==> src/rtl/fault_monitor_pkg.sv <==
// constants, encodings and state types shared by the fault monitor design
// assumes a single 10 MHz core clock; fault words are 32 bits, bit k is fault id k+1
package fault_monitor_pkg;
   // core clock rate and the figures derived from it
   localparam int unsigned CLK_FREQ_HZ = 10_000_000;
   localparam int unsigned CYCLES_PER_MS = CLK_FREQ_HZ / 1000;
   localparam int unsigned CHECK_PERIOD_MS = 50; // running check period
   localparam int unsigned CHECK_CYCLES = CHECK_PERIOD_MS * CYCLES_PER_MS;
   localparam int unsigned REBOOT_REGULAR_MS = 130; // regular recovery timeout
   localparam int unsigned REBOOT_REGULAR_CYCLES = REBOOT_REGULAR_MS * CYCLES_PER_MS;
   localparam int unsigned REBOOT_FAST_MS = 0; // fast recovery timeout
   localparam int unsigned REBOOT_FAST_RAW = REBOOT_FAST_MS * CYCLES_PER_MS;
   localparam int unsigned REBOOT_FAST_CYCLES = (REBOOT_FAST_RAW < 1) ? 1 : REBOOT_FAST_RAW;
   // widths
   localparam int NUM_FAULTS = 32;
   localparam int FIDX_W = 5;
   localparam int THRESH_W = 4;
   localparam int TICK_W = 20;
   localparam int REBOOT_W = 22;
   localparam int SLOTS = 4;
   localparam int SLOT_W = 3;
   localparam int CNT_W = 4;
   localparam int ID_W = 8;
   localparam int REG_ADDR_W = 8;
   localparam int NVM_ADDR_W = 6;
   // register and nonvolatile word offsets
   localparam logic [REG_ADDR_W-1:0] FAULT_STATUS_OFFSET = 8'hBC;
   localparam logic [NVM_ADDR_W-1:0] NVM_ADDR_ID = 6'h1C;
   localparam logic [NVM_ADDR_W-1:0] NVM_ADDR_NUM = 6'h1D;
   localparam logic [NVM_ADDR_W-1:0] NVM_ADDR_STATE = 6'h1E;
   // reset values and limits
   localparam logic [31:0] STATUS_RESET = 32'h0000_0000;
   localparam logic [CNT_W-1:0] CNT_MAX = 4'hF;
   localparam logic [ID_W-1:0] ID_BASE = 8'h01;
   // fault classes by bit position
   localparam logic [31:0] DEMAND_CHECK_MASK = 32'h0001_5000; // startup or on request
   localparam logic [31:0] ONE_TIME_MASK = 32'h0200_0000; // confirmed on first sighting
   localparam logic [31:0] SENSOR_FAULT_MASK = 32'h3C00_0000; // reported as sensor error
   // state types
   typedef enum logic [1:0] {HW_RUN, HW_WAIT, HW_DONE} hw_state_e;
   typedef enum logic {LOG_IDLE, LOG_WRITE} log_state_e;
endpackage : fault_monitor_pkg

==> src/rtl/fault_debounce.sv <==
// per-fault consecutive-occurrence filter, one counter per fault bit
// assumes tick_i is a one-cycle pulse from the check period divider
`timescale 1ns/1ps
module fault_debounce
   import fault_monitor_pkg::*;
(
   // clock and reset
   input wire logic core_clk_i,
   input wire logic sys_rst_i,
   // check control
   input wire logic tick_i,
   input wire logic [NUM_FAULTS-1:0] check_i,
   input wire logic [NUM_FAULTS-1:0] present_i,
   input wire logic [NUM_FAULTS-1:0] one_time_i,
   input wire logic [THRESH_W-1:0] threshold_i,
   // results
   output logic [NUM_FAULTS-1:0] confirmed_o,
   output logic [NUM_FAULTS-1:0] detect_o
);

   // a threshold of zero would confirm a fault that never appeared, so it acts as one
   wire [THRESH_W-1:0] eff_n = (threshold_i == '0) ? 4'h1 : threshold_i;

   genvar g;
   generate
      for (g = 0; g < NUM_FAULTS; g++) begin : g_flt
         logic [THRESH_W-1:0] cnt; // consecutive sightings, saturates at the limit
         logic conf_q; // confirmed level of last cycle
         wire [THRESH_W-1:0] lim = one_time_i[g] ? 4'h1 : eff_n;
         wire hit = tick_i & check_i[g];
         wire [THRESH_W-1:0] next_cnt = !hit ? cnt :
                                        !present_i[g] ? '0 :
                                        (cnt < lim) ? cnt + 4'h1 : cnt;
         assign confirmed_o[g] = (cnt >= lim);
         assign detect_o[g] = confirmed_o[g] & ~conf_q;

         // counter advances only on a check tick for this fault
         always_ff @(posedge core_clk_i or posedge sys_rst_i) begin
            if (sys_rst_i) begin
               cnt <= '0;
               conf_q <= 1'b0;
            end else begin
               cnt <= next_cnt;
               conf_q <= confirmed_o[g];
            end
         end

      end
   endgenerate
endmodule : fault_debounce

==> src/rtl/fault_monitor_filter_logger.sv <==
// fault supervision: enables, check tick, debounce, flags, status readback, nvm log
// assumes detectors, nvm cache and lin stack run on core_clk_i; nvm_ack_i answers nvm_req_o
// What this block does
// only faults with enable bit set are seen
// detected fault raises global or sensor flag
// detected fault sets its status register bit
// flags to master, status readable at 0xBC
// running faults checked every 50 ms
// confirm after N consecutive checked occurrences
// logging sets fault bit in logged state word
// first four faults get identifier and count
// count saturates at 15, then no writes
// later faults set state bit only once
// software logs only in qualification, above 5.1 V; not gated here, every log-enabled detection is logged
// hardware fault halts, idles lin, logs, reboots
// software faults set flag, status, log
// reboot wait 130 ms regular, none fast
// self check request reruns startup checks
// watchdog fault accepted at startup and running
// a clean check clears the occurrence counter
// log slots assigned in order, then fixed
`timescale 1ns/1ps
module fault_monitor_filter_logger
   import fault_monitor_pkg::*;
#(
   parameter int unsigned CHECK_PERIOD_CYCLES = CHECK_CYCLES,
   parameter int unsigned REBOOT_PERIOD_CYCLES = REBOOT_REGULAR_CYCLES
) (
   // clock and reset
   input wire logic core_clk_i,
   input wire logic sys_rst_i,
   // nonvolatile configuration words
   input wire logic [NUM_FAULTS-1:0] fault_enable_mask_i,
   input wire logic [NUM_FAULTS-1:0] log_enable_mask_i,
   input wire logic [THRESH_W-1:0] consecutive_count_threshold_i,
   input wire logic fast_recovery_i,
   // fault detectors
   input wire logic [NUM_FAULTS-1:0] fault_raw_i,
   input wire logic hw_fault_i,
   input wire logic [FIDX_W-1:0] hw_fault_index_i,
   // lin side
   input wire logic self_check_request_i,
   input wire logic reg_rd_i,
   input wire logic [REG_ADDR_W-1:0] reg_addr_i,
   output logic [31:0] reg_rdata_o,
   output logic global_fault_flag_o,
   output logic sensor_error_flag_o,
   output logic lin_idle_o,
   // processor control
   output logic halt_o,
   output logic reboot_o,
   // nonvolatile write engine
   output logic nvm_req_o,
   output logic [NVM_ADDR_W-1:0] nvm_addr_o,
   output logic [31:0] nvm_data_o,
   input wire logic nvm_ack_i
);

   // one-hot decode of a fault index
   function automatic logic [NUM_FAULTS-1:0] onehot(input logic [FIDX_W-1:0] idx);
      onehot = 32'h0000_0001 << idx;
   endfunction : onehot

   // lowest set bit of a fault word, lowest id wins
   function automatic logic [FIDX_W-1:0] first_set(input logic [NUM_FAULTS-1:0] v);
      first_set = '0;
      for (int i = NUM_FAULTS - 1; i >= 0; i--) begin
         if (v[i]) first_set = FIDX_W'(i);
      end
   endfunction : first_set

   hw_state_e hw_state; // processor supervision state
   log_state_e log_state; // logging sequencer state
   logic [TICK_W-1:0] tick_cnt; // check period divider
   logic tick; // one-cycle check enable
   logic demand_arm; // next tick also runs the startup-class checks
   logic [REBOOT_W-1:0] reboot_cnt; // remaining recovery wait
   logic [NUM_FAULTS-1:0] hw_status; // latched hardware fault bit
   logic [NUM_FAULTS-1:0] fault_status; // readback word
   logic [NUM_FAULTS-1:0] pending; // detections waiting to be logged
   logic [NUM_FAULTS-1:0] logged_state; // shadow of the logged state word
   logic [FIDX_W-1:0] slot_id [SLOTS]; // fault index held by each slot
   logic [CNT_W-1:0] slot_cnt [SLOTS]; // occurrence count per slot
   logic [SLOT_W-1:0] slots_used; // slots taken so far
   logic [2:0] wr_todo; // {count word, id word, state word} still to write
   logic [NUM_FAULTS-1:0] confirmed; // debounced fault levels
   logic [NUM_FAULTS-1:0] detect; // one-cycle confirmation events

   // check tick, frozen while the processor is halted
   wire running = (hw_state == HW_RUN);
   wire tick_wrap = (tick_cnt == TICK_W'(CHECK_PERIOD_CYCLES - 1));
   always_ff @(posedge core_clk_i or posedge sys_rst_i) begin
      if (sys_rst_i) begin
         tick_cnt <= '0;
         tick <= 1'b0;
      end else begin
         tick <= running & tick_wrap;
         tick_cnt <= (tick_wrap || !running) ? '0 : tick_cnt + TICK_W'(1);
      end
   end

   // startup-class checks: armed out of reset and on request; a request wins over the clear
   always_ff @(posedge core_clk_i or posedge sys_rst_i) begin
      if (sys_rst_i) demand_arm <= 1'b1;
      else demand_arm <= self_check_request_i | (demand_arm & ~tick);
   end

   // only enabled faults reach the filter
   wire [NUM_FAULTS-1:0] present = fault_raw_i & fault_enable_mask_i;
   wire [NUM_FAULTS-1:0] check_vec = ~DEMAND_CHECK_MASK | {NUM_FAULTS{demand_arm}};

   fault_debounce u_debounce (
      .core_clk_i (core_clk_i),
      .sys_rst_i (sys_rst_i),
      .tick_i (tick),
      .check_i (check_vec),
      .present_i (present),
      .one_time_i (ONE_TIME_MASK | DEMAND_CHECK_MASK),
      .threshold_i (consecutive_count_threshold_i),
      .confirmed_o (confirmed),
      .detect_o (detect)
   );

   // hardware-class faults, watchdog included, are taken whenever the processor runs
   wire hw_take = hw_fault_i & fault_enable_mask_i[hw_fault_index_i] & running;
   wire [REBOOT_W-1:0] reboot_load = fast_recovery_i ? REBOOT_W'(REBOOT_FAST_CYCLES - 1)
                                                     : REBOOT_W'(REBOOT_PERIOD_CYCLES - 1);
   wire log_busy = (log_state != LOG_IDLE) || (pending != '0);

   // halt, idle lin, wait out the recovery time, then reboot once logging is done
   always_ff @(posedge core_clk_i or posedge sys_rst_i) begin
      if (sys_rst_i) begin
         hw_state <= HW_RUN;
         reboot_cnt <= '0;
         halt_o <= 1'b0;
         lin_idle_o <= 1'b0;
         reboot_o <= 1'b0;
         hw_status <= '0;
      end else begin
         reboot_o <= 1'b0;
         case (hw_state)
            HW_RUN: if (hw_take) begin
               hw_state <= HW_WAIT;
               halt_o <= 1'b1;
               lin_idle_o <= 1'b1;
               hw_status <= onehot(hw_fault_index_i);
               reboot_cnt <= reboot_load;
            end
            HW_WAIT: if (reboot_cnt != '0) begin
               reboot_cnt <= reboot_cnt - REBOOT_W'(1);
            end else if (!log_busy) begin
               reboot_o <= 1'b1;
               hw_state <= HW_DONE;
            end
            HW_DONE: ; // held until the reboot resets the block
            default: hw_state <= HW_RUN;
         endcase
      end
   end

   // flags and status readback word
   wire [NUM_FAULTS-1:0] next_status = (confirmed & fault_enable_mask_i) | hw_status;
   always_ff @(posedge core_clk_i or posedge sys_rst_i) begin
      if (sys_rst_i) begin
         fault_status <= STATUS_RESET;
         global_fault_flag_o <= 1'b0;
         sensor_error_flag_o <= 1'b0;
         reg_rdata_o <= '0;
      end else begin
         fault_status <= next_status;
         global_fault_flag_o <= |(fault_status & ~SENSOR_FAULT_MASK);
         sensor_error_flag_o <= |(fault_status & SENSOR_FAULT_MASK);
         // unmatched addresses read zero, other registers live elsewhere
         reg_rdata_o <= (reg_rd_i && reg_addr_i == FAULT_STATUS_OFFSET) ? fault_status : '0;
      end
   end

   // logging: one detection is taken at a time, lowest fault id first
   wire [NUM_FAULTS-1:0] hw_log = (hw_take && log_enable_mask_i[hw_fault_index_i]) ?
                                  onehot(hw_fault_index_i) : '0;
   wire [NUM_FAULTS-1:0] new_log = (detect & log_enable_mask_i) | hw_log;
   wire pick_valid = (log_state == LOG_IDLE) && (pending != '0);
   wire [FIDX_W-1:0] pick_idx = first_set(pending);
   wire [NUM_FAULTS-1:0] pick_oh = pick_valid ? onehot(pick_idx) : '0;

   logic [SLOTS-1:0] slot_hit; // slot already holding the picked fault
   logic [CNT_W-1:0] hit_cnt; // its count
   logic [ID_W*SLOTS-1:0] id_word; // packed identifier word
   logic [CNT_W*SLOTS-1:0] num_word; // packed count word
   wire any_hit = |slot_hit;
   wire new_slot = !any_hit && (slots_used < SLOT_W'(SLOTS));
   wire w_num = new_slot | (any_hit & (hit_cnt != CNT_MAX));
   wire w_state = ~logged_state[pick_idx];

   always_comb begin
      hit_cnt = '0;
      for (int k = 0; k < SLOTS; k++) begin
         if (slot_hit[k]) hit_cnt = slot_cnt[k];
      end
   end

   genvar s;
   generate
      for (s = 0; s < SLOTS; s++) begin : g_slot
         wire used = (SLOT_W'(s) < slots_used);
         assign slot_hit[s] = used && (slot_id[s] == pick_idx);
         assign id_word[s*ID_W +: ID_W] = used ? ID_W'(slot_id[s]) + ID_BASE : '0;
         assign num_word[s*CNT_W +: CNT_W] = slot_cnt[s];
         // a slot is written once on assignment, after that only its count moves
         always_ff @(posedge core_clk_i or posedge sys_rst_i) begin
            if (sys_rst_i) begin
               slot_id[s] <= '0;
               slot_cnt[s] <= '0;
            end else if (pick_valid && new_slot && slots_used == SLOT_W'(s)) begin
               slot_id[s] <= pick_idx;
               slot_cnt[s] <= CNT_W'(1);
            end else if (pick_valid && slot_hit[s] && slot_cnt[s] != CNT_MAX) begin
               slot_cnt[s] <= slot_cnt[s] + CNT_W'(1);
            end
         end
      end
   endgenerate

   // write order: state word, then identifier word, then count word
   wire [NVM_ADDR_W-1:0] sel_addr = wr_todo[0] ? NVM_ADDR_STATE :
                                    wr_todo[1] ? NVM_ADDR_ID : NVM_ADDR_NUM;
   wire [31:0] sel_data = wr_todo[0] ? logged_state :
                          wr_todo[1] ? id_word : {16'h0000, num_word};
   wire [2:0] cur_bit = wr_todo & (~wr_todo + 3'h1);

   // new detections pend; a detection in the cycle it is picked is kept
   always_ff @(posedge core_clk_i or posedge sys_rst_i) begin
      if (sys_rst_i) begin
         log_state <= LOG_IDLE;
         pending <= '0;
         logged_state <= '0;
         slots_used <= '0;
         wr_todo <= '0;
         nvm_req_o <= 1'b0;
         nvm_addr_o <= '0;
         nvm_data_o <= '0;
      end else begin
         pending <= (pending & ~pick_oh) | new_log;
         case (log_state)
            LOG_IDLE: if (pick_valid) begin
               logged_state[pick_idx] <= 1'b1;
               if (new_slot) slots_used <= slots_used + SLOT_W'(1);
               wr_todo <= {w_num, new_slot, w_state};
               if (w_num | new_slot | w_state) log_state <= LOG_WRITE;
            end
            LOG_WRITE: if (nvm_ack_i) begin
               wr_todo <= wr_todo & ~cur_bit;
               nvm_req_o <= 1'b0;
               if ((wr_todo & ~cur_bit) == 3'h0) log_state <= LOG_IDLE;
            end else begin
               nvm_req_o <= 1'b1;
               nvm_addr_o <= sel_addr;
               nvm_data_o <= sel_data;
            end
            default: log_state <= LOG_IDLE;
         endcase
      end
   end
endmodule : fault_monitor_filter_logger

==> config.mk <==
export PLATFORM = sky130hd
export DESIGN_NAME = fault_monitor_filter_logger
export DESIGN_NICKNAME = d
export VERILOG_FILES = /design/src/rtl/fault_monitor_pkg.sv /design/src/rtl/fault_debounce.sv /design/src/rtl/fault_monitor_filter_logger.sv
export SDC_FILE = /design/constraint.sdc
export NUM_CORES = 1
export LEC_CHECK = 0
export BUFFER_PORTS_ARGS = -buffer_cell sky130_fd_sc_hd__buf_2
export CORE_MARGIN = 2
export CORE_UTILIZATION = 60
export DETAILED_ROUTE_END_ITERATION = 12
export PLACE_DENSITY = 0.79
export SYNTH_ARGS = -nofsm -noshare
export SYNTH_HDL_FRONTEND = slang
export SYNTH_HIERARCHICAL = 1
export SYNTH_SLANG_ARGS = --single-unit
==> constraint.sdc <==
create_clock -name core_clk_i -period 12.95 [get_ports core_clk_i]
set_input_delay 1.9425 -clock core_clk_i [delete_from_list [all_inputs] [get_ports core_clk_i]]
set_output_delay 1.9425 -clock core_clk_i [all_outputs]
set_load 0.1 [all_outputs]
Yosys cells after proc, flatten, opt, wreduce, memory -nomap -nowiden
Index checks and enable logic that the tools add are counted.

Register bits after elaboration: 452. Output and inout port bits: 76.

Add/sub/neg operators: 44. Magnitude comparators: 72. Eq/ne operators: 54. Shift-type cells: 2. Muxes and demuxes: 149. Bitwise logic cells: 92. Reduce and logical (&&, ||, !) cells: 79.

Operators with widths (number): $mux 4 (77); $mux 5 (32); $add 4x1->4 const B (36); $and 32x32->32 (4); $mux 32 (4); $or 32x32->32 (4); $ge 4x4->1 (28); $lt 4x4->1 (28); $ne 2x2->1 const B (37); $reduce_and 2->1 (36); $shl 1x5->32 const A (2); $mux 22 (2); $pmux 22 s2 (1); $and 1x1->1 (38); $not 1->1 (37); $not 32->32 (1); $reduce_bool 32->1 (1); $mux 30 (1); $reduce_or 28->1 (1); $add 5x1->6 const B (4); $mux 6 (4); $logic_and 1x1->1 (22); $reduce_bool 22->1 (1); $sub 22x1->22 const B (1); 40 further kinds (90).

Logic depth before layout (Yosys ltp)
Depth after elaboration: 46. Depth in mapped cells: 13. Gate-level depth less buffers: 11.

Hierarchy
The synthesis kept the hierarchy.

Modules (own cells, without submodules): fault_monitor_filter_logger (times used 1, cells each 1404, area each 14341.3 um^2); fault_debounce (times used 1, cells each 1405, area each 12283.0 um^2).

Worst setup path before layout
Ideal clock, no wire load.

Kind: input port to flip-flop. From: input hw_fault_index_i[0]. To: register reboot_cnt[0]. Library setup time: 95 ps. Data arrival time: 4340 ps. Slack: 8514 ps. Cell stages on the path: 9. Cell sequence: buf_1 > mux4_2 > mux4_2 > mux2i_1 > nor2_1 > nor2_1 > clkbuf_1 > o21ai_0 > o31ai_1.

Word-level cells in the longest chain between the ends: 6.

RTL lines: start: declaration (RTL line fault_monitor_filter_logger.sv:40) `input wire logic [FIDX_W-1:0] hw_fault_index_i,`; $bmux 1 s5 (RTL line fault_monitor_filter_logger.sv:125) `wire hw_take = hw_fault_i & fault_enable_mask_i[hw_fault_index_i] & running;`; $mux 1 (implied by the code) (RTL line fault_monitor_filter_logger.sv:125); $and 1x1->1 (2 in a row) (RTL line fault_monitor_filter_logger.sv:125); $ne 2x1->1 (no line); $reduce_and 3->1 (no line); end signal: assignment (RTL line fault_monitor_filter_logger.sv:147) `reboot_cnt <= reboot_load;`; end signal: assignment (RTL line fault_monitor_filter_logger.sv:150) `reboot_cnt <= reboot_cnt - REBOOT_W'(1);`; end: declaration (RTL line fault_monitor_filter_logger.sv:77) `logic [REBOOT_W-1:0] reboot_cnt;`.

No other way between the ends. The select of a mux whose other input is x is not followed. A chain may end at the register's enable or synchronous reset.

Worst setup path after layout
From: input hw_fault_index_i[0]. To: register reboot_cnt[2].

The elaborated chain is that of the path after synthesis.

==> impl_metrics.tcl <==
set metrics [dict create \
    status "finished, final reports clean" \
    drc_errors 0 \
    place_inst 3742 \
    wirelength_um 79000 \
    slew_headroom_pct 12.9 \
    clock_latency_ps 600 \
    grt-ovfl-total 0 \
    worst-setup-path-type "input port to flip-flop" \
    ys_ff_latch 449 \
    fin_crit_ps 4980 \
    port_buffers 194 \
    finalClockSkew_ps 19.7 \
    syn_to_final_growth_pct 15.3 \
    root_buffer "clkbuf_16" \
    drive_gt1_share_pct 13.1 \
    setup_tns_ps 0 \
    hold_ws_ps 467 \
    worst-path-max-fanout 24 \
    synth-edff-count 0 \
    grt_max_degree 122 \
    num_vias 24000 \
    worst_slack_ps 7970 \
    worst_pin_slew_ps 1290 \
    cts_buffer_depth 3 \
    rsz0062_at_grt "false" \
    worstPathArrival_ps 5450 \
    start_kind "input port" \
    ant_nets 0 \
    grt_use_total_pct 34.2 \
    synth-async-reset-ratio_pct 100 \
    first_global_vias 23100 \
    dp_hpwl_um 56200 \
    setup_viol 0 \
    initial_core_util_pct 60.5 \
    power_density_nw_per_um2 154 \
    die_h_um 215 \
    h-tree-depth 2 \
    nFillCells 3445 \
    final_cells 3839 \
    layout_common_cells "447 x dfrtp_1, 231 x o21ai_0, 224 x conb_1" \
    min_period_over_period_pct 38.5 \
    io_pins 196 \
    die_x_um 215 \
    synth_area_sq_um 26600 \
    fin_area_sq_um 30700 \
    cts_tree "done" \
    wl_per_cell_um 20.6 \
    ctsHoldBuffers 0 \
    vdd_drop_max_v 0.000161 \
    grt_pass1_wl_um 125000 \
    maxCapViolCount 0 \
    post-cts-setup-buffer-count 0 \
    coreArea_sq_um 44000 \
    place_area_sq_um 28900 \
    max_freq_mhz 201 \
    cts-buffers-inserted 50 \
    hold_viol 0 \
    synth-seq-area-share_pct 42.2 \
    yosysWarnings 6 \
    std_cell_rows 77 \
    drtIter0Drc 2693 \
    routed_via_density 6.26 \
    antenna_found_initial 6 \
    final_common_cell "dfrtp_1" \
    drt_pass1_iterations 6 \
    netlist_instances 2809 \
    cts_sinks 449 \
    synthFlopType "dfrtp_1" \
    detailedPlace.worstSlack_ps 7430 \
    cts-resized-gates 0 \
    crit_required_ps 13420 \
    ys_types 82 \
    r2r_slack_ps 8980 \
    synth_area_per_cell_sq_um 9.48 \
    hold_path.class "flip-flop to flip-flop" \
    slew_viol_final 0 \
    gp_congestion 0.972 \
    critPathCaptureType "flip-flop" \
    p_leak_nw 13.9 \
    die_area_sq_um 46100 \
    nets 3495 \
    clk_pin_slew_worst_paths_ps 60 \
]
## critical path, cell delays in order
cell and delay, ps:
buf_2 480, mux4_2 630, mux4_2 500, mux2i_1 430
nor2_4 80, nor2_1 970, nor2_1 140, o22a_1 250
## power breakdown
| part | leakage [nW] | switching (W) | internal (W) | total [W] |
|---|---|---|---|---|
| registers | 5.88 | 0.000196 | 0.00159 | 0.00178 |
| clock network | 0.871 | 0.000605 | 0.000906 | 0.00151 |
| logic | 7.16 | 0.00102 | 0.000412 | 0.00143 |
| total | 13.9 | 0.00182 | 0.00291 | 0.00472 |
## registers in the layout, indices dropped and copies added (netlist names), 2 cells and up
register and count:
slot_id 20, u_debounce/g_flt.conf_q 32, nvm_addr_o 3, reg_rdata_o 32
pending 32, tick_cnt 20, fault_status 32, u_debounce/g_flt.cnt 128
num_word 16, reboot_cnt 22, hw_state 2, hw_status 32
logged_state 32, nvm_data_o 32, wr_todo 3, slots_used 3
## routing by layer
layer | track usage (%) | routed length, um | vias up
met4 | 11.5 | 2700 | 2
met3 | 7.84 | 7810 | 208
met1 | 46.4 | 32100 | 11700
met2 | 54.5 | 36300 | 1172
met5 | 0 | 16 | -
li1 | - | - | 11000
## cells by family after synthesis
family	share of synthesized area [%]
simple gates	24.5
compound gates	16.1
flops	42.2
fa+ha+maj	8.13
buf+inv	2.60
mux	4.55
xor+xnor	1.88
other cells	0.0282
## per-stage QoR
step / util [%] / total power (W)
6_report: 69.7 / 0.00472
5_1_grt: 69.7 / 0.00493
4_1_cts: 69.7 / 0.00471
3_5_place_dp: 65.7 / 0.00319
3_3_place_gp: 65.7 / 0.00315
2_1_floorplan: - / 0.00279
## cell type report
| cell class | instances | area (sq um) | share of cell area [%] |
|---|---|---|---|
| antenna | 4 | 10.0 | 0.0326 |
| clock buffer | 66 | 1450 | 4.71 |
| clock inverter | 27 | 305 | 0.995 |
| inverter | 66 | 260 | 0.848 |
| multi-input combinational | 2421 | 15600 | 50.7 |
| sequential | 449 | 11200 | 36.6 |
| tap | 592 | 741 | 2.41 |
| timing repair buffer | 214 | 1120 | 3.65 |
## synthesized netlist by cell type (all sizes together) (34+ instances only)
master | number | area (sq um)
inv | 65 | 244
mux2 | 51 | 612
nand2b | 184 | 1150
and2 | 72 | 450
o21ai | 234 | 1170
ha | 173 | 2160
or3 | 76 | 475
nor3 | 78 | 395
dfrtp | 448 | 11200
nand3 | 100 | 500
nand4 | 85 | 532
a21o | 37 | 278
nand2 | 234 | 958
o21bai | 35 | 263
o211ai | 96 | 721
nor2 | 207 | 780
nor4 | 34 | 240
or4 | 40 | 308
clkbuf | 73 | 274
a21oi | 106 | 531
## worst paths after layout
check | from | endpoint | cells past startpoint
max in group asynchronous | sys_rst_i | hw_status[29] | 4
max | hw_fault_index_i[0] | reboot_cnt[2] | 8
max reg2reg | pending[23] | slot_id[13] | 10
min in group asynchronous | sys_rst_i | u_debounce/g_flt[29].cnt[0] | 2
min reg2reg | hw_status[21] | fault_status[21] | 1
min | hw_status[21] | fault_status[21] | 1
Power figures use the tool's default switching activity.
